### src/logic/etimer_pkg.sv
// constants for the ten-bit enhanced timer core
package etimer_pkg;
  localparam int CNT_W  = 10;
  localparam int PER_W  = 3;
  localparam int BYTE_W = 8;

  // apb byte addresses, one word per register
  localparam logic [7:0] ADDR_CTRL0  = 8'h00;
  localparam logic [7:0] ADDR_CTRL1  = 8'h04;
  localparam logic [7:0] ADDR_CTRL2  = 8'h08;
  localparam logic [7:0] ADDR_CNT_LO = 8'h0c;
  localparam logic [7:0] ADDR_CNT_HI = 8'h10;
  localparam logic [7:0] ADDR_A_LO   = 8'h14;
  localparam logic [7:0] ADDR_A_HI   = 8'h18;
  localparam logic [7:0] ADDR_B_LO   = 8'h1c;
  localparam logic [7:0] ADDR_B_HI   = 8'h20;

  // control zero fields
  localparam int CTL0_PAUSE   = 7;
  localparam int CTL0_CLK_LSB = 4;
  localparam int CTL0_RUN     = 3;
  localparam int CTL0_PER_LSB = 0;
  // channel control fields (control one and two)
  localparam int CTL_MODE_LSB = 6;
  localparam int CTL_IO_LSB   = 4;
  localparam int CTL_OC       = 3;
  localparam int CTL_POL      = 2;
  localparam int CTL1_DIR     = 1;
  localparam int CTL1_CLR     = 0;
  localparam int CTL2_ALN_LSB = 0;

  localparam logic [7:0]       CTRL_RESET = 8'h00;
  localparam logic [CNT_W-1:0] CMP_RESET  = 10'h000;
  localparam logic [CNT_W-1:0] CNT_RESET  = 10'h000;

  // counter clock select codes
  localparam logic [2:0] CK_SYS4 = 3'h0;
  localparam logic [2:0] CK_SYS  = 3'h1;
  localparam logic [2:0] CK_H16  = 3'h2;
  localparam logic [2:0] CK_H64  = 3'h3;
  localparam logic [2:0] CK_SUB  = 3'h4;
  localparam logic [2:0] CK_EXTR = 3'h6;
  localparam logic [2:0] CK_EXTF = 3'h7;

  // prescaler masks for the divide-by-4, 16 and 64 taps
  localparam logic [5:0] PRE_MASK4  = 6'h03;
  localparam logic [5:0] PRE_MASK16 = 6'h0f;
  localparam logic [5:0] PRE_MASK64 = 6'h3f;
  localparam int         SUB_DIV    = 6250;

  // channel modes and io codes
  localparam logic [1:0] MODE_CMP = 2'h0;
  localparam logic [1:0] MODE_CAP = 2'h1;
  localparam logic [1:0] MODE_PWM = 2'h2;
  localparam logic [1:0] MODE_TMR = 2'h3;
  localparam logic [1:0] IO_0     = 2'h0;
  localparam logic [1:0] IO_1     = 2'h1;
  localparam logic [1:0] IO_2     = 2'h2;
  localparam logic [1:0] IO_3     = 2'h3;
endpackage

### src/logic/count_tick_if.sv
// carrier between the timer core and its count clock source
interface count_tick_if;
  logic [2:0] clockSel;
  logic       tick;
  logic       extRise;

  modport source (
    input  clockSel,
    output tick,
    output extRise
  );
  modport sink (
    output clockSel,
    input  tick,
    input  extRise
  );
endinterface

### src/logic/count_clock_gen.sv
// count clock source: prescaler taps, sub clock divider, external pin edges
module count_clock_gen
  import etimer_pkg::*;
#(
  parameter int SUB_CLOCK_DIV = SUB_DIV
) (
  input wire logic   clock,
  input wire logic   reset,
  input wire logic   extPin,
  count_tick_if.source tk
);
  logic [5:0]  pre_reg,  pre_next;
  logic [15:0] sub_reg,  sub_next;
  logic        extPrev_reg, extPrev_next;
  logic        subTick;
  logic        extFall;

  // free running prescaler and sub clock divider
  always_comb begin
    pre_next     = pre_reg + 6'h01;
    subTick      = (sub_reg == 16'(SUB_CLOCK_DIV - 1));
    sub_next     = subTick ? 16'h0000 : sub_reg + 16'h0001;
    extPrev_next = extPin;
  end

  always_ff @(posedge clock) begin
    if (reset) begin
      pre_reg     <= 6'h00;
      sub_reg     <= 16'h0000;
      extPrev_reg <= 1'b0;
    end else begin
      pre_reg     <= pre_next;
      sub_reg     <= sub_next;
      extPrev_reg <= extPrev_next;
    end
  end

  // pin is synchronous to clock, so edges come straight off one flop
  assign tk.extRise = extPin & ~extPrev_reg;
  assign extFall    = ~extPin & extPrev_reg;

  always_comb begin
    case (tk.clockSel)
      CK_SYS4: tk.tick = ((pre_reg & PRE_MASK4) == PRE_MASK4);
      CK_SYS:  tk.tick = 1'b1;
      CK_H16:  tk.tick = ((pre_reg & PRE_MASK16) == PRE_MASK16);
      CK_H64:  tk.tick = ((pre_reg & PRE_MASK64) == PRE_MASK64);
      CK_SUB:  tk.tick = subTick;
      CK_EXTR: tk.tick = tk.extRise;
      CK_EXTF: tk.tick = extFall;
      default: tk.tick = 1'b0; // undefined code: counter never advances
    endcase
  end
endmodule

### src/logic/enhanced_timer.sv
// ten-bit enhanced timer core with apb register access
module enhanced_timer
  import etimer_pkg::*;
#(
  parameter int SUB_CLOCK_DIV = SUB_DIV
) (
  input  wire logic        clock,
  input  wire logic        reset,
  input  wire logic        psel,
  input  wire logic        penable,
  input  wire logic        pwrite,
  input  wire logic [7:0]  paddr,
  input  wire logic [31:0] pwdata,
  input  wire logic [3:0]  pstrb,
  output logic      [31:0] prdata,
  output logic             pready,
  output logic             pslverr,
  input  wire logic        externalCountClockPin,
  input  wire logic        captureInA,
  input  wire logic        captureInB,
  output logic      [1:0]  channelAOutputPins,
  output logic      [2:0]  channelBOutputPins,
  output logic             compareAEvent,
  output logic             compareBEvent,
  output logic             periodEvent
);
  logic [7:0]       ctrl0_reg, ctrl0_next;
  logic [7:0]       ctrl1_reg, ctrl1_next;
  logic [7:0]       ctrl2_reg, ctrl2_next;
  logic [CNT_W-1:0] cnt_reg, cnt_next;
  logic             dir_reg, dir_next;
  logic             runPrev_reg, runPrev_next;
  logic [31:0]      prdata_reg, prdata_next;
  logic             pready_reg, pready_next;
  logic             pslverr_reg, pslverr_next;
  logic [1:0]       pinA_reg, pinA_next;
  logic [2:0]       pinB_reg, pinB_next;
  logic             evA_reg, evA_next;
  logic             evB_reg, evB_next;
  logic             evP_reg, evP_next;

  logic [CNT_W-1:0] cmpVal [2];
  logic [1:0]       chMatch;
  logic [1:0]       chCapture;
  logic [1:0]       chLevel;
  logic [1:0]       chLoWr;
  logic [1:0]       chHiWr;

  logic             wrDone;
  logic             rdDone;
  logic [7:0]       wrByte;
  logic             runBit;
  logic             pauseBit;
  logic             runRise;
  logic             counting;
  logic [CNT_W:0]   cntStep;
  logic             matchP;
  logic             clearHit;
  logic             centre;
  logic             singlePulse;
  logic             pulseStop;
  logic             extTrigger;
  logic             mapped;
  logic [31:0]      readMux;

  count_tick_if tk ();

  count_clock_gen #(
    .SUB_CLOCK_DIV (SUB_CLOCK_DIV)
  ) u_clock_gen (
    .clock  (clock),
    .reset  (reset),
    .extPin (externalCountClockPin),
    .tk     (tk)
  );

  // bus handshake: one wait state, so read data comes from a flop
  assign wrDone = psel & penable & pready_reg & pwrite & pstrb[0];
  assign rdDone = psel & penable & pready_reg & ~pwrite;
  assign wrByte = pwdata[7:0];

  always_comb begin
    pready_next = psel & penable & ~pready_reg;
  end

  // control byte fields steer the core
  assign runBit      = ctrl0_reg[CTL0_RUN];
  assign pauseBit    = ctrl0_reg[CTL0_PAUSE];
  assign tk.clockSel = ctrl0_reg[CTL0_CLK_LSB +: 3];
  assign runRise     = runBit & ~runPrev_reg;
  // pause freezes the count without touching it
  assign counting    = runBit & ~pauseBit & tk.tick;

  // single pulse is pwm mode with io code three on channel a
  assign singlePulse = (ctrl1_reg[CTL_MODE_LSB +: 2] == MODE_PWM)
                     & (ctrl1_reg[CTL_IO_LSB +: 2] == IO_3);
  // centre aligned pwm counts back down instead of clearing
  assign centre      = (ctrl1_reg[CTL_MODE_LSB +: 2] == MODE_PWM)
                     & (ctrl2_reg[CTL2_ALN_LSB +: 2] != 2'h0) & ~singlePulse;

  // next count value in the present direction
  assign cntStep = dir_reg ? {1'b0, cnt_reg} - 11'h001 : {1'b0, cnt_reg} + 11'h001;

  // period match on top bits; code zero lands on 1024, the overflow
  // match every 128 times the period code
  assign matchP = counting & ~dir_reg
                & (cntStep[CNT_W-1:CNT_W-PER_W] == ctrl0_reg[CTL0_PER_LSB +: PER_W])
                & (cntStep[CNT_W-PER_W-1:0] == 7'h00);

  // clear source; capture, and pwm other than single pulse, always clear on period
  always_comb begin
    case (ctrl1_reg[CTL_MODE_LSB +: 2])
      MODE_PWM: clearHit = singlePulse ? 1'b0 : matchP;
      MODE_CAP: clearHit = matchP;
      default:  clearHit = ctrl1_reg[CTL1_CLR] ? chMatch[0] : matchP;
    endcase
  end

  // counter, cleared on run rise, frozen while run is low
  // no software path writes the count directly
  always_comb begin
    cnt_next     = cnt_reg;
    dir_next     = dir_reg;
    runPrev_next = runBit;
    if (runRise) begin
      cnt_next = CNT_RESET;
      dir_next = 1'b0;
    end else if (counting) begin
      if (dir_reg) begin
        cnt_next = cntStep[CNT_W-1:0];
        if (cnt_reg == 10'h001) begin
          dir_next = 1'b0;
        end
      end else if (clearHit && centre) begin
        cnt_next = cnt_reg - 10'h001;
        dir_next = 1'b1;
      end else if (clearHit) begin
        cnt_next = CNT_RESET;
      end else begin
        cnt_next = cntStep[CNT_W-1:0];
      end
    end
  end

  always_ff @(posedge clock) begin
    if (reset) begin
      cnt_reg     <= CNT_RESET;
      dir_reg     <= 1'b0;
      runPrev_reg <= 1'b0;
    end else begin
      cnt_reg     <= cnt_next;
      dir_reg     <= dir_next;
      runPrev_reg <= runPrev_next;
    end
  end

  // single pulse: external edge starts the pulse, match a ends it
  assign extTrigger = singlePulse & tk.extRise;
  assign pulseStop  = singlePulse & chMatch[0];

  // control registers; a hardware set of run wins over a software write
  always_comb begin
    ctrl0_next = ctrl0_reg;
    ctrl1_next = ctrl1_reg;
    ctrl2_next = ctrl2_reg;
    if (wrDone && paddr == ADDR_CTRL0) begin
      ctrl0_next = wrByte;
    end else if (pulseStop) begin
      ctrl0_next[CTL0_RUN] = 1'b0;
    end
    if (extTrigger) begin
      ctrl0_next[CTL0_RUN] = 1'b1;
    end
    if (wrDone && paddr == ADDR_CTRL1) begin
      ctrl1_next = wrByte;
    end
    // direction flag is read only and follows the counter
    ctrl1_next[CTL1_DIR] = dir_next;
    if (wrDone && paddr == ADDR_CTRL2) begin
      ctrl2_next = wrByte;
    end
  end

  always_ff @(posedge clock) begin
    if (reset) begin
      ctrl0_reg <= CTRL_RESET;
      ctrl1_reg <= CTRL_RESET;
      ctrl2_reg <= CTRL_RESET;
    end else begin
      ctrl0_reg <= ctrl0_next;
      ctrl1_reg <= ctrl1_next;
      ctrl2_reg <= ctrl2_next;
    end
  end

  assign chLoWr[0] = wrDone & (paddr == ADDR_A_LO);
  assign chHiWr[0] = wrDone & (paddr == ADDR_A_HI);
  assign chLoWr[1] = wrDone & (paddr == ADDR_B_LO);
  assign chHiWr[1] = wrDone & (paddr == ADDR_B_HI);

  // per channel compare value, comparator, capture and pin level
  for (genvar i = 0; i < 2; i++) begin : g_chan
    logic [7:0]       ctl;
    logic [CNT_W-1:0] cmp_reg, cmp_next;
    logic             lvl_reg, lvl_next;
    logic             capPrev_reg, capPrev_next;
    logic             capIn;
    logic             capRise;
    logic             capFall;
    logic             active;

    assign ctl     = (i == 0) ? ctrl1_reg : ctrl2_reg;
    assign capIn   = (i == 0) ? captureInA : captureInB;
    assign capRise = capIn & ~capPrev_reg;
    assign capFall = ~capIn & capPrev_reg;

    // comparator runs on every count step
    assign chMatch[i] = counting & (cntStep[CNT_W-1:0] == cmp_reg) & ~cntStep[CNT_W];

    // capture edge select; code three disables capture
    always_comb begin
      chCapture[i] = 1'b0;
      if (ctl[CTL_MODE_LSB +: 2] == MODE_CAP && runBit) begin
        case (ctl[CTL_IO_LSB +: 2])
          IO_0:    chCapture[i] = capRise;
          IO_1:    chCapture[i] = capFall;
          IO_2:    chCapture[i] = capRise | capFall;
          default: chCapture[i] = 1'b0;
        endcase
      end
    end

    // compare byte pair written by software
    // same layout for channel b; capture wins over a write
    always_comb begin
      cmp_next     = cmp_reg;
      capPrev_next = capIn;
      if (chLoWr[i]) begin
        cmp_next[7:0] = wrByte;
      end
      if (chHiWr[i]) begin
        cmp_next[9:8] = wrByte[1:0];
      end
      if (chCapture[i]) begin
        cmp_next = cnt_reg;
      end
    end

    // pwm duty: active while the count sits below the compare value
    assign active = (cnt_reg < cmp_reg);

    always_comb begin
      lvl_next = lvl_reg;
      case (ctl[CTL_MODE_LSB +: 2])
        MODE_CMP: begin
          if (runRise) begin
            lvl_next = ctl[CTL_OC];
          end else if (chMatch[i]) begin
            case (ctl[CTL_IO_LSB +: 2])
              IO_1:    lvl_next = 1'b0;
              IO_2:    lvl_next = 1'b1;
              IO_3:    lvl_next = ~lvl_reg;
              default: lvl_next = lvl_reg;
            endcase
          end
        end
        MODE_PWM: begin
          case (ctl[CTL_IO_LSB +: 2])
            IO_0:    lvl_next = ~ctl[CTL_OC];
            IO_1:    lvl_next = ctl[CTL_OC];
            IO_2:    lvl_next = active ? ctl[CTL_OC] : ~ctl[CTL_OC];
            default: lvl_next = runBit ? ctl[CTL_OC] : ~ctl[CTL_OC];
          endcase
        end
        default: lvl_next = 1'b0; // capture and timer hold the level low
      endcase
    end

    always_ff @(posedge clock) begin
      if (reset) begin
        cmp_reg     <= CMP_RESET;
        lvl_reg     <= 1'b0;
        capPrev_reg <= 1'b0;
      end else begin
        cmp_reg     <= cmp_next;
        lvl_reg     <= lvl_next;
        capPrev_reg <= capPrev_next;
      end
    end

    assign cmpVal[i]  = cmp_reg;
    // polarity inversion has no effect in timer mode
    assign chLevel[i] = (ctl[CTL_MODE_LSB +: 2] == MODE_TMR) ? 1'b0
                      : lvl_reg ^ ctl[CTL_POL];
  end

  // one level fans out to the channel's pins
  // interrupt requests as registered one-cycle pulses
  always_comb begin
    pinA_next = {2{chLevel[0]}};
    pinB_next = {3{chLevel[1]}};
    evA_next  = chMatch[0] | chCapture[0];
    evB_next  = chMatch[1] | chCapture[1];
    evP_next  = matchP;
  end

  // read decode; unmapped addresses answer an error with zero data
  always_comb begin
    mapped  = 1'b1;
    readMux = 32'h00000000;
    case (paddr)
      ADDR_CTRL0:  readMux[7:0] = ctrl0_reg;
      ADDR_CTRL1:  readMux[7:0] = ctrl1_reg;
      ADDR_CTRL2:  readMux[7:0] = ctrl2_reg;
      ADDR_CNT_LO: readMux[7:0] = cnt_reg[7:0];
      ADDR_CNT_HI: readMux[1:0] = cnt_reg[9:8];
      ADDR_A_LO:   readMux[7:0] = cmpVal[0][7:0];
      ADDR_A_HI:   readMux[1:0] = cmpVal[0][9:8];
      ADDR_B_LO:   readMux[7:0] = cmpVal[1][7:0];
      ADDR_B_HI:   readMux[1:0] = cmpVal[1][9:8];
      default:     mapped = 1'b0;
    endcase
    prdata_next  = pready_next ? readMux : 32'h00000000;
    pslverr_next = pready_next & ~mapped;
  end

  always_ff @(posedge clock) begin
    if (reset) begin
      prdata_reg  <= 32'h00000000;
      pready_reg  <= 1'b0;
      pslverr_reg <= 1'b0;
      pinA_reg    <= 2'h0;
      pinB_reg    <= 3'h0;
      evA_reg     <= 1'b0;
      evB_reg     <= 1'b0;
      evP_reg     <= 1'b0;
    end else begin
      prdata_reg  <= prdata_next;
      pready_reg  <= pready_next;
      pslverr_reg <= pslverr_next;
      pinA_reg    <= pinA_next;
      pinB_reg    <= pinB_next;
      evA_reg     <= evA_next;
      evB_reg     <= evB_next;
      evP_reg     <= evP_next;
    end
  end

  assign prdata             = prdata_reg;
  assign pready             = pready_reg;
  assign pslverr            = pslverr_reg;
  assign channelAOutputPins = pinA_reg;
  assign channelBOutputPins = pinB_reg;
  assign compareAEvent      = evA_reg;
  assign compareBEvent      = evB_reg;
  assign periodEvent        = evP_reg;

  // read strobe unused: reads have no side effect in this core
  logic unusedRd;
  assign unusedRd = rdDone;
endmodule

### config.mk
export PLATFORM = sky130hd
export DESIGN_NAME = enhanced_timer
export DESIGN_NICKNAME = d
export VERILOG_FILES = /design/src/logic/etimer_pkg.sv /design/src/logic/count_tick_if.sv /design/src/logic/count_clock_gen.sv /design/src/logic/enhanced_timer.sv
export SDC_FILE = /design/constraint.sdc
export NUM_CORES = 1
export LEC_CHECK = 0
export BUFFER_PORTS_ARGS = -buffer_cell sky130_fd_sc_hd__clkbuf_2
export CORE_AREA = 2 2 134 103
export CTS_CLUSTER_SIZE = 8
export DETAILED_ROUTE_END_ITERATION = 12
export DIE_AREA = 0 0 136 105
export GPL_TIMING_DRIVEN = 0
export HOLD_SLACK_MARGIN = 0.1
export PLACE_DENSITY = 0.71
export SYNTH_ARGS = -nofsm -noshare
export SYNTH_HDL_FRONTEND = slang
export SYNTH_SLANG_ARGS = --single-unit
### constraint.sdc
create_clock -name clock -period 9.95 [get_ports clock]
set_clock_uncertainty 0.1 [all_clocks]
set_input_delay 1.99 -clock clock [delete_from_list [all_inputs] [get_ports clock]]
set_output_delay 1.99 -clock clock [all_outputs]
set_load 0.02 [all_outputs]
== Word-level counts from Yosys, hierarchy flattened ==
Cells that the tools add are included.
W data, S select, Z words.

* Register bits after elaboration: 121
* Input port bits: 52

* Add/subtract/negate cells: 5
* $lt $le $gt $ge: 2
* Equality and inequality tests: 38
* Mux-type cells: 44
* Bitwise operators: 55
* Reductions and logical operators: 25

{| class="wikitable"
|+ Operator list
! kind !! count
|-
| $mux W10 || 5
|-
| $pmux W6 S6 || 1
|-
| $eq A8 B5 Y1 const B || 4
|-
| $and A1 B1 Y1 || 31
|-
| $mux W1 || 22
|-
| $eq A10 B10 Y1 || 2
|-
| $lt A10 B10 Y1 || 2
|-
| $eq A2 B2 Y1 const B || 9
|-
| $not A1 Y1 || 18
|-
| $pmux W1 S3 || 6
|-
| $pmux W2 S9 || 1
|-
| $add A16 B1 Y16 const B || 1
|-
| $eq A16 B13 Y1 const B || 1
|-
| $eq A8 B4 Y1 const B || 2
|-
| $mux W8 || 2
|-
| $add A10 B1 Y11 const B || 1
|-
| $mux W11 || 1
|-
| $sub A10 B1 Y11 const B || 1
|-
| $eq A10 B1 Y1 const B || 1
|-
| $reduce_bool A2 Y1 || 5
|-
| $sub A10 B1 Y10 const B || 1
|-
| $eq A3 B3 Y1 const B || 3
|-
| $reduce_or A9 Y1 || 1
|-
| $eq A2 B1 Y1 const B || 4
|-
| other kinds (24) || 44
|}

== Longest topological paths before layout ==
Gate-level depths: netlist of the first run.

* Word-level depth: 13
* Mapped depth: 12
* Depth with buffers taken out: 11

== Cells and area by module ==
From an unflattened synthesis of the first run, not the netlist that was laid out.

* Cell total of the unflattened synthesis: 816
* Area, all modules: 6836.6 um^2

{| class="wikitable"
|+ Modules (own cells, without submodules)
! module !! times used !! cells each !! area each (um^2)
|-
| enhanced_timer || 1 || 697 || 5723.0
|-
| count_clock_gen || 1 || 119 || 1113.6
|}

== Least setup slack after synthesis of the first run ==
Ideal clock, no wire load.

* Path type: input -> register
* From: input port paddr[1]
* To: register ctrl1_reg[3]
* Arrival time: 3812 ps
* Setup slack: 5910 ps
* Cell stages on the path: 8
* Path buffers: 1
* Path through: nor4_1 > nor2b_1 > nor2b_1 > nand2_1 > nor3b_1 > buf_1 > mux2i_1 > nor2_1

* Longest elaborated chain between the ends: 2

{| class="wikitable"
|+ Ends and longest elaborated chain
! element !! RTL line !! source
|-
| start, declared || enhanced_timer.sv:12 || <nowiki>input wire logic [7:0] paddr,</nowiki>
|-
| $eq A8 B3 Y1 || enhanced_timer.sv:174 || <nowiki>if (wrDone && paddr == ADDR_CTRL1) begin</nowiki>
|-
| $logic_and A1 B1 Y1 || enhanced_timer.sv:174 ||
|-
| end signal, assigned || enhanced_timer.sv:191 || <nowiki>ctrl1_reg <= ctrl1_next;</nowiki>
|-
| end, declared || enhanced_timer.sv:28 || <nowiki>logic [7:0] ctrl1_reg, ctrl1_next;</nowiki>
|}

Every way passes these cells.
A chain may end at the register's enable or synchronous reset.

== Worst setup path in the final report of the first run ==
* From: input port paddr[1]
* To: register ctrl1_reg[7]

Same word-level chain as after synthesis.

==> Flow_metrics.wiki, run 1 <==
{| class="wikitable"
! Metric !! Value
|-
| DPL Wire Length || 14,000 µm
|-
| WL per Instance || 18.3 µm
|-
| H-tree level count || 3
|-
| Worst hold path type || flop to flop
|-
| Die Width || 136 µm
|-
| Clock sink count || 97
|-
| Clock period minus worst slack || 4.52 ns
|-
| Synth area leaders || sky130_fd_sc_hd__dfxtp_1, sky130_fd_sc_hd__ha_1, sky130_fd_sc_hd__nor2_1
|-
| Number of global-route vias before repair || 5,330
|-
| Worst Path Max Fanout || 7
|-
| Clock tree buffer depth || 2
|-
| Final net count || 949
|-
| Worst path bufs/invs || 2
|-
| Global-route congestion overflow total || 0
|-
| Standard cell core area || 12,900 µm²
|-
| Clock network power share || 44.8%
|-
| Inserted Clock Buffers || 9
|-
| Number of different library cells in the post-synthesis netlist || 66
|-
| Setup repair after global routing missed its margin || no
|-
| Post-Place Setup Slack || roughly 5.2 ns
|-
| Clock-pin slew of the registers on the worst-case setup and hold paths || 0.07 ns
|-
| Final Cycle Share || 45.4%
|-
| Post-synthesis average cell area || 8.26 µm²
|-
| Combined global-route utilization of all metal layers || 27.1%
|-
| Detailed-route vias per instance || 5.76
|-
| DRC marker count from the first detailed-route iteration || 777
|-
| Crit. End Element || flop
|-
| Slew Limit Fails || 0
|-
| DRT antenna net count || 0
|-
| Proportion of netlist area held by the largest area contributor || 30.4%
|-
| Area growth from synthesis to layout || 12.6%
|-
| Netlist area before placement || 6390 µm²
|-
| Max FFs per register || 20
|-
| Pin count of the biggest net entering global routing || 17
|-
| Relative max-transition margin || between 20 and 25%
|-
| Standard cell with the maximum stage delay on the critical path || sky130_fd_sc_hd__nor2b_1
|-
| Die Y || 105 µm
|-
| Critical Path, Cell by Cell || clkbuf_2, nor4_1, nor2b_1, nor2b_1, nand2_1, nor3b_1, buf_1, mux2i_1, nor2_1
|-
| Data required time of the worst path || 10.08 ns
|-
| Post-CTS Hold Fix Bufs || 0
|-
| Post-route total power || 804 µW
|-
| Fraction of power consumed by sequential logic || about 49%
|-
| Leakage power summed over all cells || 0.00296 µW
|-
| Total power divided by cell area || approximately 110 nW/µm²
|-
| First-pass GRT wire length || 29,500 µm
|-
| First-pass iteration count of the detailed router || 6
|-
| Internal Power || 611 µW
|-
| Via Count || 5,894
|-
| Number of antenna violations at the first check in global routing || 0
|-
| Proportion of synthesized chip area in sequential cells || 30.4%
|-
| Startpoint class of the critical path || input pin
|-
| Post-Route Setup TNS || 0 ns
|-
| Largest vdd supply drop || 0.0000813 V
|-
| Clock latency reported for the late side of the worst-skew pair || 0.35 ns
|-
| Dominant synthesized flop cell || sky130_fd_sc_hd__dfxtp_1
|-
| Transition time at the pin with the least slew margin || 1.15 ns
|-
| # DRC || 0
|-
| Arr. time, crit path || 4.64 ns
|-
| Share of total power consumed by net switching || roughly 24%
|-
| Die outline area || 14,300 µm²
|-
| Fmax || about 220 MHz
|-
| Final Hold Fails || 0
|-
| Top-count cell post-synth || sky130_fd_sc_hd__dfxtp_1
|-
| Ports placed on the boundary || 94
|-
| Worst hold margin || 0.378 ns
|-
| Final estimated routing congestion in global placement || roughly 0.94
|-
| Classification of the worst setup path || input pin to flop
|-
| Max-capacitance violation count || 0
|-
| Clock tree from TritonCTS || built
|-
| Starting density of the core || 49.6%
|-
| Count of antenna diodes in the layout || 0
|-
| Register bit total from synthesis || 97
|-
| Sw power || around 190 µW
|-
| Resized cells post-CTS || 0
|-
| Synth warn || 0
|-
| Cell at the root of the clock tree || sky130_fd_sc_hd__clkbuf_16
|-
| Fraction of layout cells with a size suffix above 1 || 12.7%
|-
| Async set or reset register ratio after synthesis || 0%
|-
| Post-synth top area cell || sky130_fd_sc_hd__dfxtp_1
|-
| Crit path setup slack, layout || approximately 5.4 ns
|-
| Final setup viols || 0
|-
| Final Routed Wirelength || about 19,000 µm
|-
| Number of port buffers || 41
|-
| Std cell rows || 36
|-
| Most common library cells after synthesis || sky130_fd_sc_hd__dfxtp_1, sky130_fd_sc_hd__nor2_1, sky130_fd_sc_hd__nand2_1
|-
| Largest stage delay on the critical path || 0.58 ns
|-
| Most common cell type on the critical path || sky130_fd_sc_hd__nor2b_1
|-
| Post-synthesis cell count || ~770
|-
| CP delay by family, top || simple AND/OR/NAND/NOR gates
|-
| Combinational Power Share || 6.3%
|-
| Number of enable flip-flop cells after synthesis || 0
|-
| Outcome || complete, no violations
|-
| Post-CTS setup buffers || 0
|}
logic make-up after synthesis:
| family | Yosys count | synth area share (%) |
|---|---|---|
| mux | 39 | 7.71 |
| compound gates | 159 | 16.6 |
| other cells | 1 | 0.0587 |
| fa+ha+maj | 48 | 9.52 |
| simple gates | 277 | 21.1 |
| flops | 97 | 30.4 |
| buf+inv | 103 | 7.75 |
| xor+xnor | 50 | 6.85 |
tightest hold or removal path, cell delays in order, from the launching register on:
cell and delay, ns:
sky130_fd_sc_hd__dfxtp_1 0.33, sky130_fd_sc_hd__nand2_1 0.06, sky130_fd_sc_hd__a21oi_1 0.05
cell type report:
| class | instances | area [µm²] |
|---|---|---|
| Clock buffer | 10 | 239 |
| Clock inverter | 5 | 63.8 |
| Multi-Input combinational cell | 597 | 4040 |
| Inverter | 43 | 161 |
| Timing Repair Buffer | 41 | 205 |
| Buffer | 60 | 334 |
| Tap cell | 171 | 214 |
| Sequential cell | 97 | 1940 |
| Fill cell | 1227 | 5680 |
through the flow:
step | area (µm²) | utilization [%] | instances
after detailed placement | 6900 | 53.5 | 1009
after global placement | 6900 | 53.5 | 1009
after floorplan | 6480 | - | 797
final | 7200 | 55.9 | 1024
after CTS | 7200 | 55.9 | 1024
after global routing | 7200 | 55.9 | 1024
metal layers:
layer / wire length, µm / vias up / global-route usage, %
met4: 474 / 0 / 9.00
met3: 2340 / 37 / 7.81
met1: 8680 / 2717 / 41.6
met5: 0 / - / 0
li1: - / 2829 / -
met2: 7200 / 311 / 35.3
worst paths after layout:
path | start | end | slack, ns | cells past startpoint
max | paddr[1] | ctrl1_reg[7] | 5.43 | 9
min | ctrl0_reg[7] | ctrl0_reg[7] | 0.38 | 2
max reg2reg | cnt_reg[0] | g_chan[1].lvl_reg | 5.94 | 11
min reg2reg | ctrl0_reg[7] | ctrl0_reg[7] | 0.38 | 2
power groups by stage:
stage	clock network [µW]	registers [µW]	logic [µW]
detailed placement	0	403	49.2
global placement	0	403	48.9
floorplan	0	402	32.8
finish	360	394	50.5
CTS	366	394	49.4
global route	379	394	55.0
cells in the final DEF, fill, tap and decap left out, types with 8 or more instances in the layout:
master | netlist | layout
sky130_fd_sc_hd__nand3_1 | 29 | 29
sky130_fd_sc_hd__ha_1 | 47 | 47
sky130_fd_sc_hd__nor3_1 | 10 | 10
sky130_fd_sc_hd__clkbuf_1 | 25 | 25
sky130_fd_sc_hd__inv_1 | 43 | 43
sky130_fd_sc_hd__or3_1 | 9 | 9
sky130_fd_sc_hd__dfxtp_1 | 97 | 97
sky130_fd_sc_hd__mux4_2 | 8 | 8
sky130_fd_sc_hd__xnor2_1 | 36 | 36
sky130_fd_sc_hd__a31oi_1 | 12 | 12
sky130_fd_sc_hd__nand2_1 | 75 | 75
sky130_fd_sc_hd__and3_1 | 10 | 10
sky130_fd_sc_hd__a21oi_1 | 39 | 39
sky130_fd_sc_hd__conb_1 | 1 | 24
sky130_fd_sc_hd__nand4_1 | 8 | 8
sky130_fd_sc_hd__clkbuf_16 | 0 | 9
sky130_fd_sc_hd__clkbuf_2 | 0 | 41
sky130_fd_sc_hd__mux2i_1 | 29 | 29
sky130_fd_sc_hd__nor2b_1 | 17 | 17
sky130_fd_sc_hd__nand2b_1 | 10 | 10
sky130_fd_sc_hd__xor2_1 | 14 | 14
sky130_fd_sc_hd__a211oi_1 | 24 | 24
sky130_fd_sc_hd__buf_4 | 28 | 28
sky130_fd_sc_hd__o21ai_0 | 27 | 27
sky130_fd_sc_hd__a22oi_1 | 9 | 9
sky130_fd_sc_hd__o211ai_1 | 8 | 8
sky130_fd_sc_hd__nor2_1 | 84 | 84
No activity file was read; power rests on OpenSTA's default activity.
==> run 2: changes to the inputs <==
Settings changed: PLACE_DENSITY 0.71 to 0.73.
Clock period 9.95 ns to 3.8 ns, I/O delays scaled along.
==> run 2 against run 1 <==
  * Design area rose by 0.50%
  * Count of clock-buffer cells in the layout fell by 1
  * Die area did not move
  * Via count rose by 1.5%
  * Critical path type is now flop to flop
==> Flow_metrics.wiki, run 2 (same netlist as run 1, synthesis figures left out) <==
{| class="wikitable"
! Metric !! Value
|-
| Outcome || complete, no violations
|-
| Final net count || roughly 950
|-
| Area growth from synthesis to layout || 13.2%
|-
| Relative max-transition margin || 29.7%
|-
| Clock tree buffer depth || 2
|-
| Final Routed Wirelength || around 19,000 µm
|-
| Fraction of layout cells with a size suffix above 1 || 14.2%
|-
| Most common library cell in the layout ignoring fill and taps || sky130_fd_sc_hd__dfxtp_1
|-
| Transition time at the pin with the least slew margin || 1.04 ns
|-
| DRT antenna net count || 0
|-
| Number of instances in the placed design || 1,009
|-
| Worst path bufs/invs || 2
|-
| Largest stage delay on the critical path || 0.51 ns
|-
| Commonest cells after routing, fill and taps aside || sky130_fd_sc_hd__dfxtp_1, sky130_fd_sc_hd__nor2_1, sky130_fd_sc_hd__nand2_1
|-
| Worst Path Max Fanout || 10
|-
| Count of non-filler cells in the finished layout || around 1,000
|-
| Cell at the root of the clock tree || sky130_fd_sc_hd__clkbuf_16
|-
| DRC marker count from the first detailed-route iteration || between 700 and 800
|-
| Via Count || 5,983
|-
| Max FFs per register || 20
|-
| R2R depth || 12
|-
| WP depth || 12
|-
| Pin count of the biggest net entering global routing || 18
|-
| Die Width || roughly 140 µm
|-
| Std cell rows || 36
|-
| Crit. End Element || flop
|-
| Combined global-route utilization of all metal layers || between 20% and 30%
|-
| Ports placed on the boundary || 94
|-
| Post-Place Setup Slack || -0.0989 ns
|-
| Standard cell core area || 12,900 µm²
|-
| Clock period minus worst slack || around 3.6 ns
|-
| Number of port buffers || 41
|-
| Total power divided by cell area || 281 nW/µm²
|-
| Classification of the worst setup path || flop to flop
|-
| Final setup viols || 0
|-
| Crit path setup slack, layout || 0.183 ns
|-
| Final Hold Fails || 0
|-
| Startpoint class of the critical path || flop
|-
| First-pass GRT wire length || about 30,000 µm
|-
| DPL Wire Length || 13,900 µm
|-
| Worst hold margin || 0.378 ns
|-
| Data required time of the worst path || 3.93 ns
|-
| H-tree level count || 3
|-
| Cell depth of the worst hold path || 2
|-
| Count of antenna diodes in the layout || 0
|-
| Post-CTS Hold Fix Bufs || 0
|-
| WL per Instance || 18.1 µm
|-
| Largest vdd supply drop || 0.000215 V
|-
| Critical Path, Cell by Cell || clkinvlp_4, fa_1, and2b_1, o221ai_2, o31a_1, o31ai_4, xnor2_1, nor4b_4, a22oi_4, buf_2, o211ai_1, a21oi_1
|-
| Die Y || 105 µm
|-
| Starting density of the core || 49.6%
|-
| # DRC || 0
|-
| CP delay by family, top || compound AO/OA/AOI/OAI gates
|-
| Number of global-route vias before repair || approximately 5,400
|-
| Fmax || between 200 and 300 MHz
|-
| Final Core Density || 56.2%
|-
| Arr. time, crit path || approximately 3.7 ns
|-
| Clock-pin slew of the registers on the worst-case setup and hold paths || approximately 0.070 ns
|-
| Standard cell with the maximum stage delay on the critical path || sky130_fd_sc_hd__dfxtp_2
|-
| Final estimated routing congestion in global placement || just under 1
|-
| Number of antenna violations at the first check in global routing || 0
|-
| Final Cycle Share || 95.2%
|-
| Max-capacitance violation count || 0
|-
| Clock sink count || 97
|-
| First-pass iteration count of the detailed router || 5
|-
| Worst hold path type || flop to flop
|-
| Slew Limit Fails || 0
|-
| Global-route congestion overflow total || 0
|-
| Die outline area || 14,300 µm²
|-
| Detailed-route vias per instance || 5.81
|-
| Clock tree from TritonCTS || built
|-
| Setup repair after global routing missed its margin || no
|-
| Clock latency reported for the late side of the worst-skew pair || 0.35 ns
|-
| Leakage power summed over all cells || 0.00298 µW
|-
| Inserted Clock Buffers || 9
|}
run 2: cell count changes in the layout (fill, tap and decap cells not counted), sizes merged:
cell	change
buf	+4
clkinv	+2
clkinvlp	+2
bufinv	-1
clkbuf	-1
inv	-1
run 2: timing repair:
item | 4_1_cts | 5_1_grt
pin swaps | 0 | 3
buffers inserted | 0 | 4
gates resized for setup | 3 | 7
setup endpoints to repair | 11 | 11
gates cloned | 0 | 0
run 2: final timing paths:
kind | startpoint | to | slack [ns]
hold reg to reg | ctrl0_reg[7] | ctrl0_reg[7] | 0.38
hold / removal | ctrl0_reg[7] | ctrl0_reg[7] | 0.38
setup / recovery | cnt_reg[0] | cnt_reg[0] | 0.18
setup reg to reg | cnt_reg[0] | cnt_reg[0] | 0.18
run 2: worst min-delay path: cells and delay by family (launching register included):
family,cells,cell delay (ns)
compound gates,1,0.05
flops,1,0.33
simple gates,1,0.06
run 2: per-layer routing:
layer	track usage, %	part of all wire [%]	up-vias
met5	0	0	-
met4	7.51	2.0	0
met3	6.02	13	34
met2	37.5	40	374
met1	41.2	45	2743
li1	-	-	2832
run 2: cell type report:
cell class	count	area [µm²]
buffer	60	334
clock buffer	9	225
clock inverter	7	53.8
fill	1226	5650
inverter	43	165
multi-input combinational	597	4060
sequential	97	1950
tap	171	214
timing repair buffer	45	235
run 2: power by group:
part           internal, µW  total [µW]  switching [µW]
logic                  46.1         132            86.2
registers              1020        1030            6.89
clock network           450         872             423
run 2: through the flow:
stage | total power, µW | area, µm² | TNS [ns]
2_1_floorplan | 1140 | 6480 | 0
3_3_place_gp | 1180 | 6900 | -0.597
3_5_place_dp | 1180 | 6900 | -0.429
4_1_cts | 2040 | 7180 | 0
5_1_grt | 2100 | 7230 | 0
6_report | 2030 | 7230 | 0
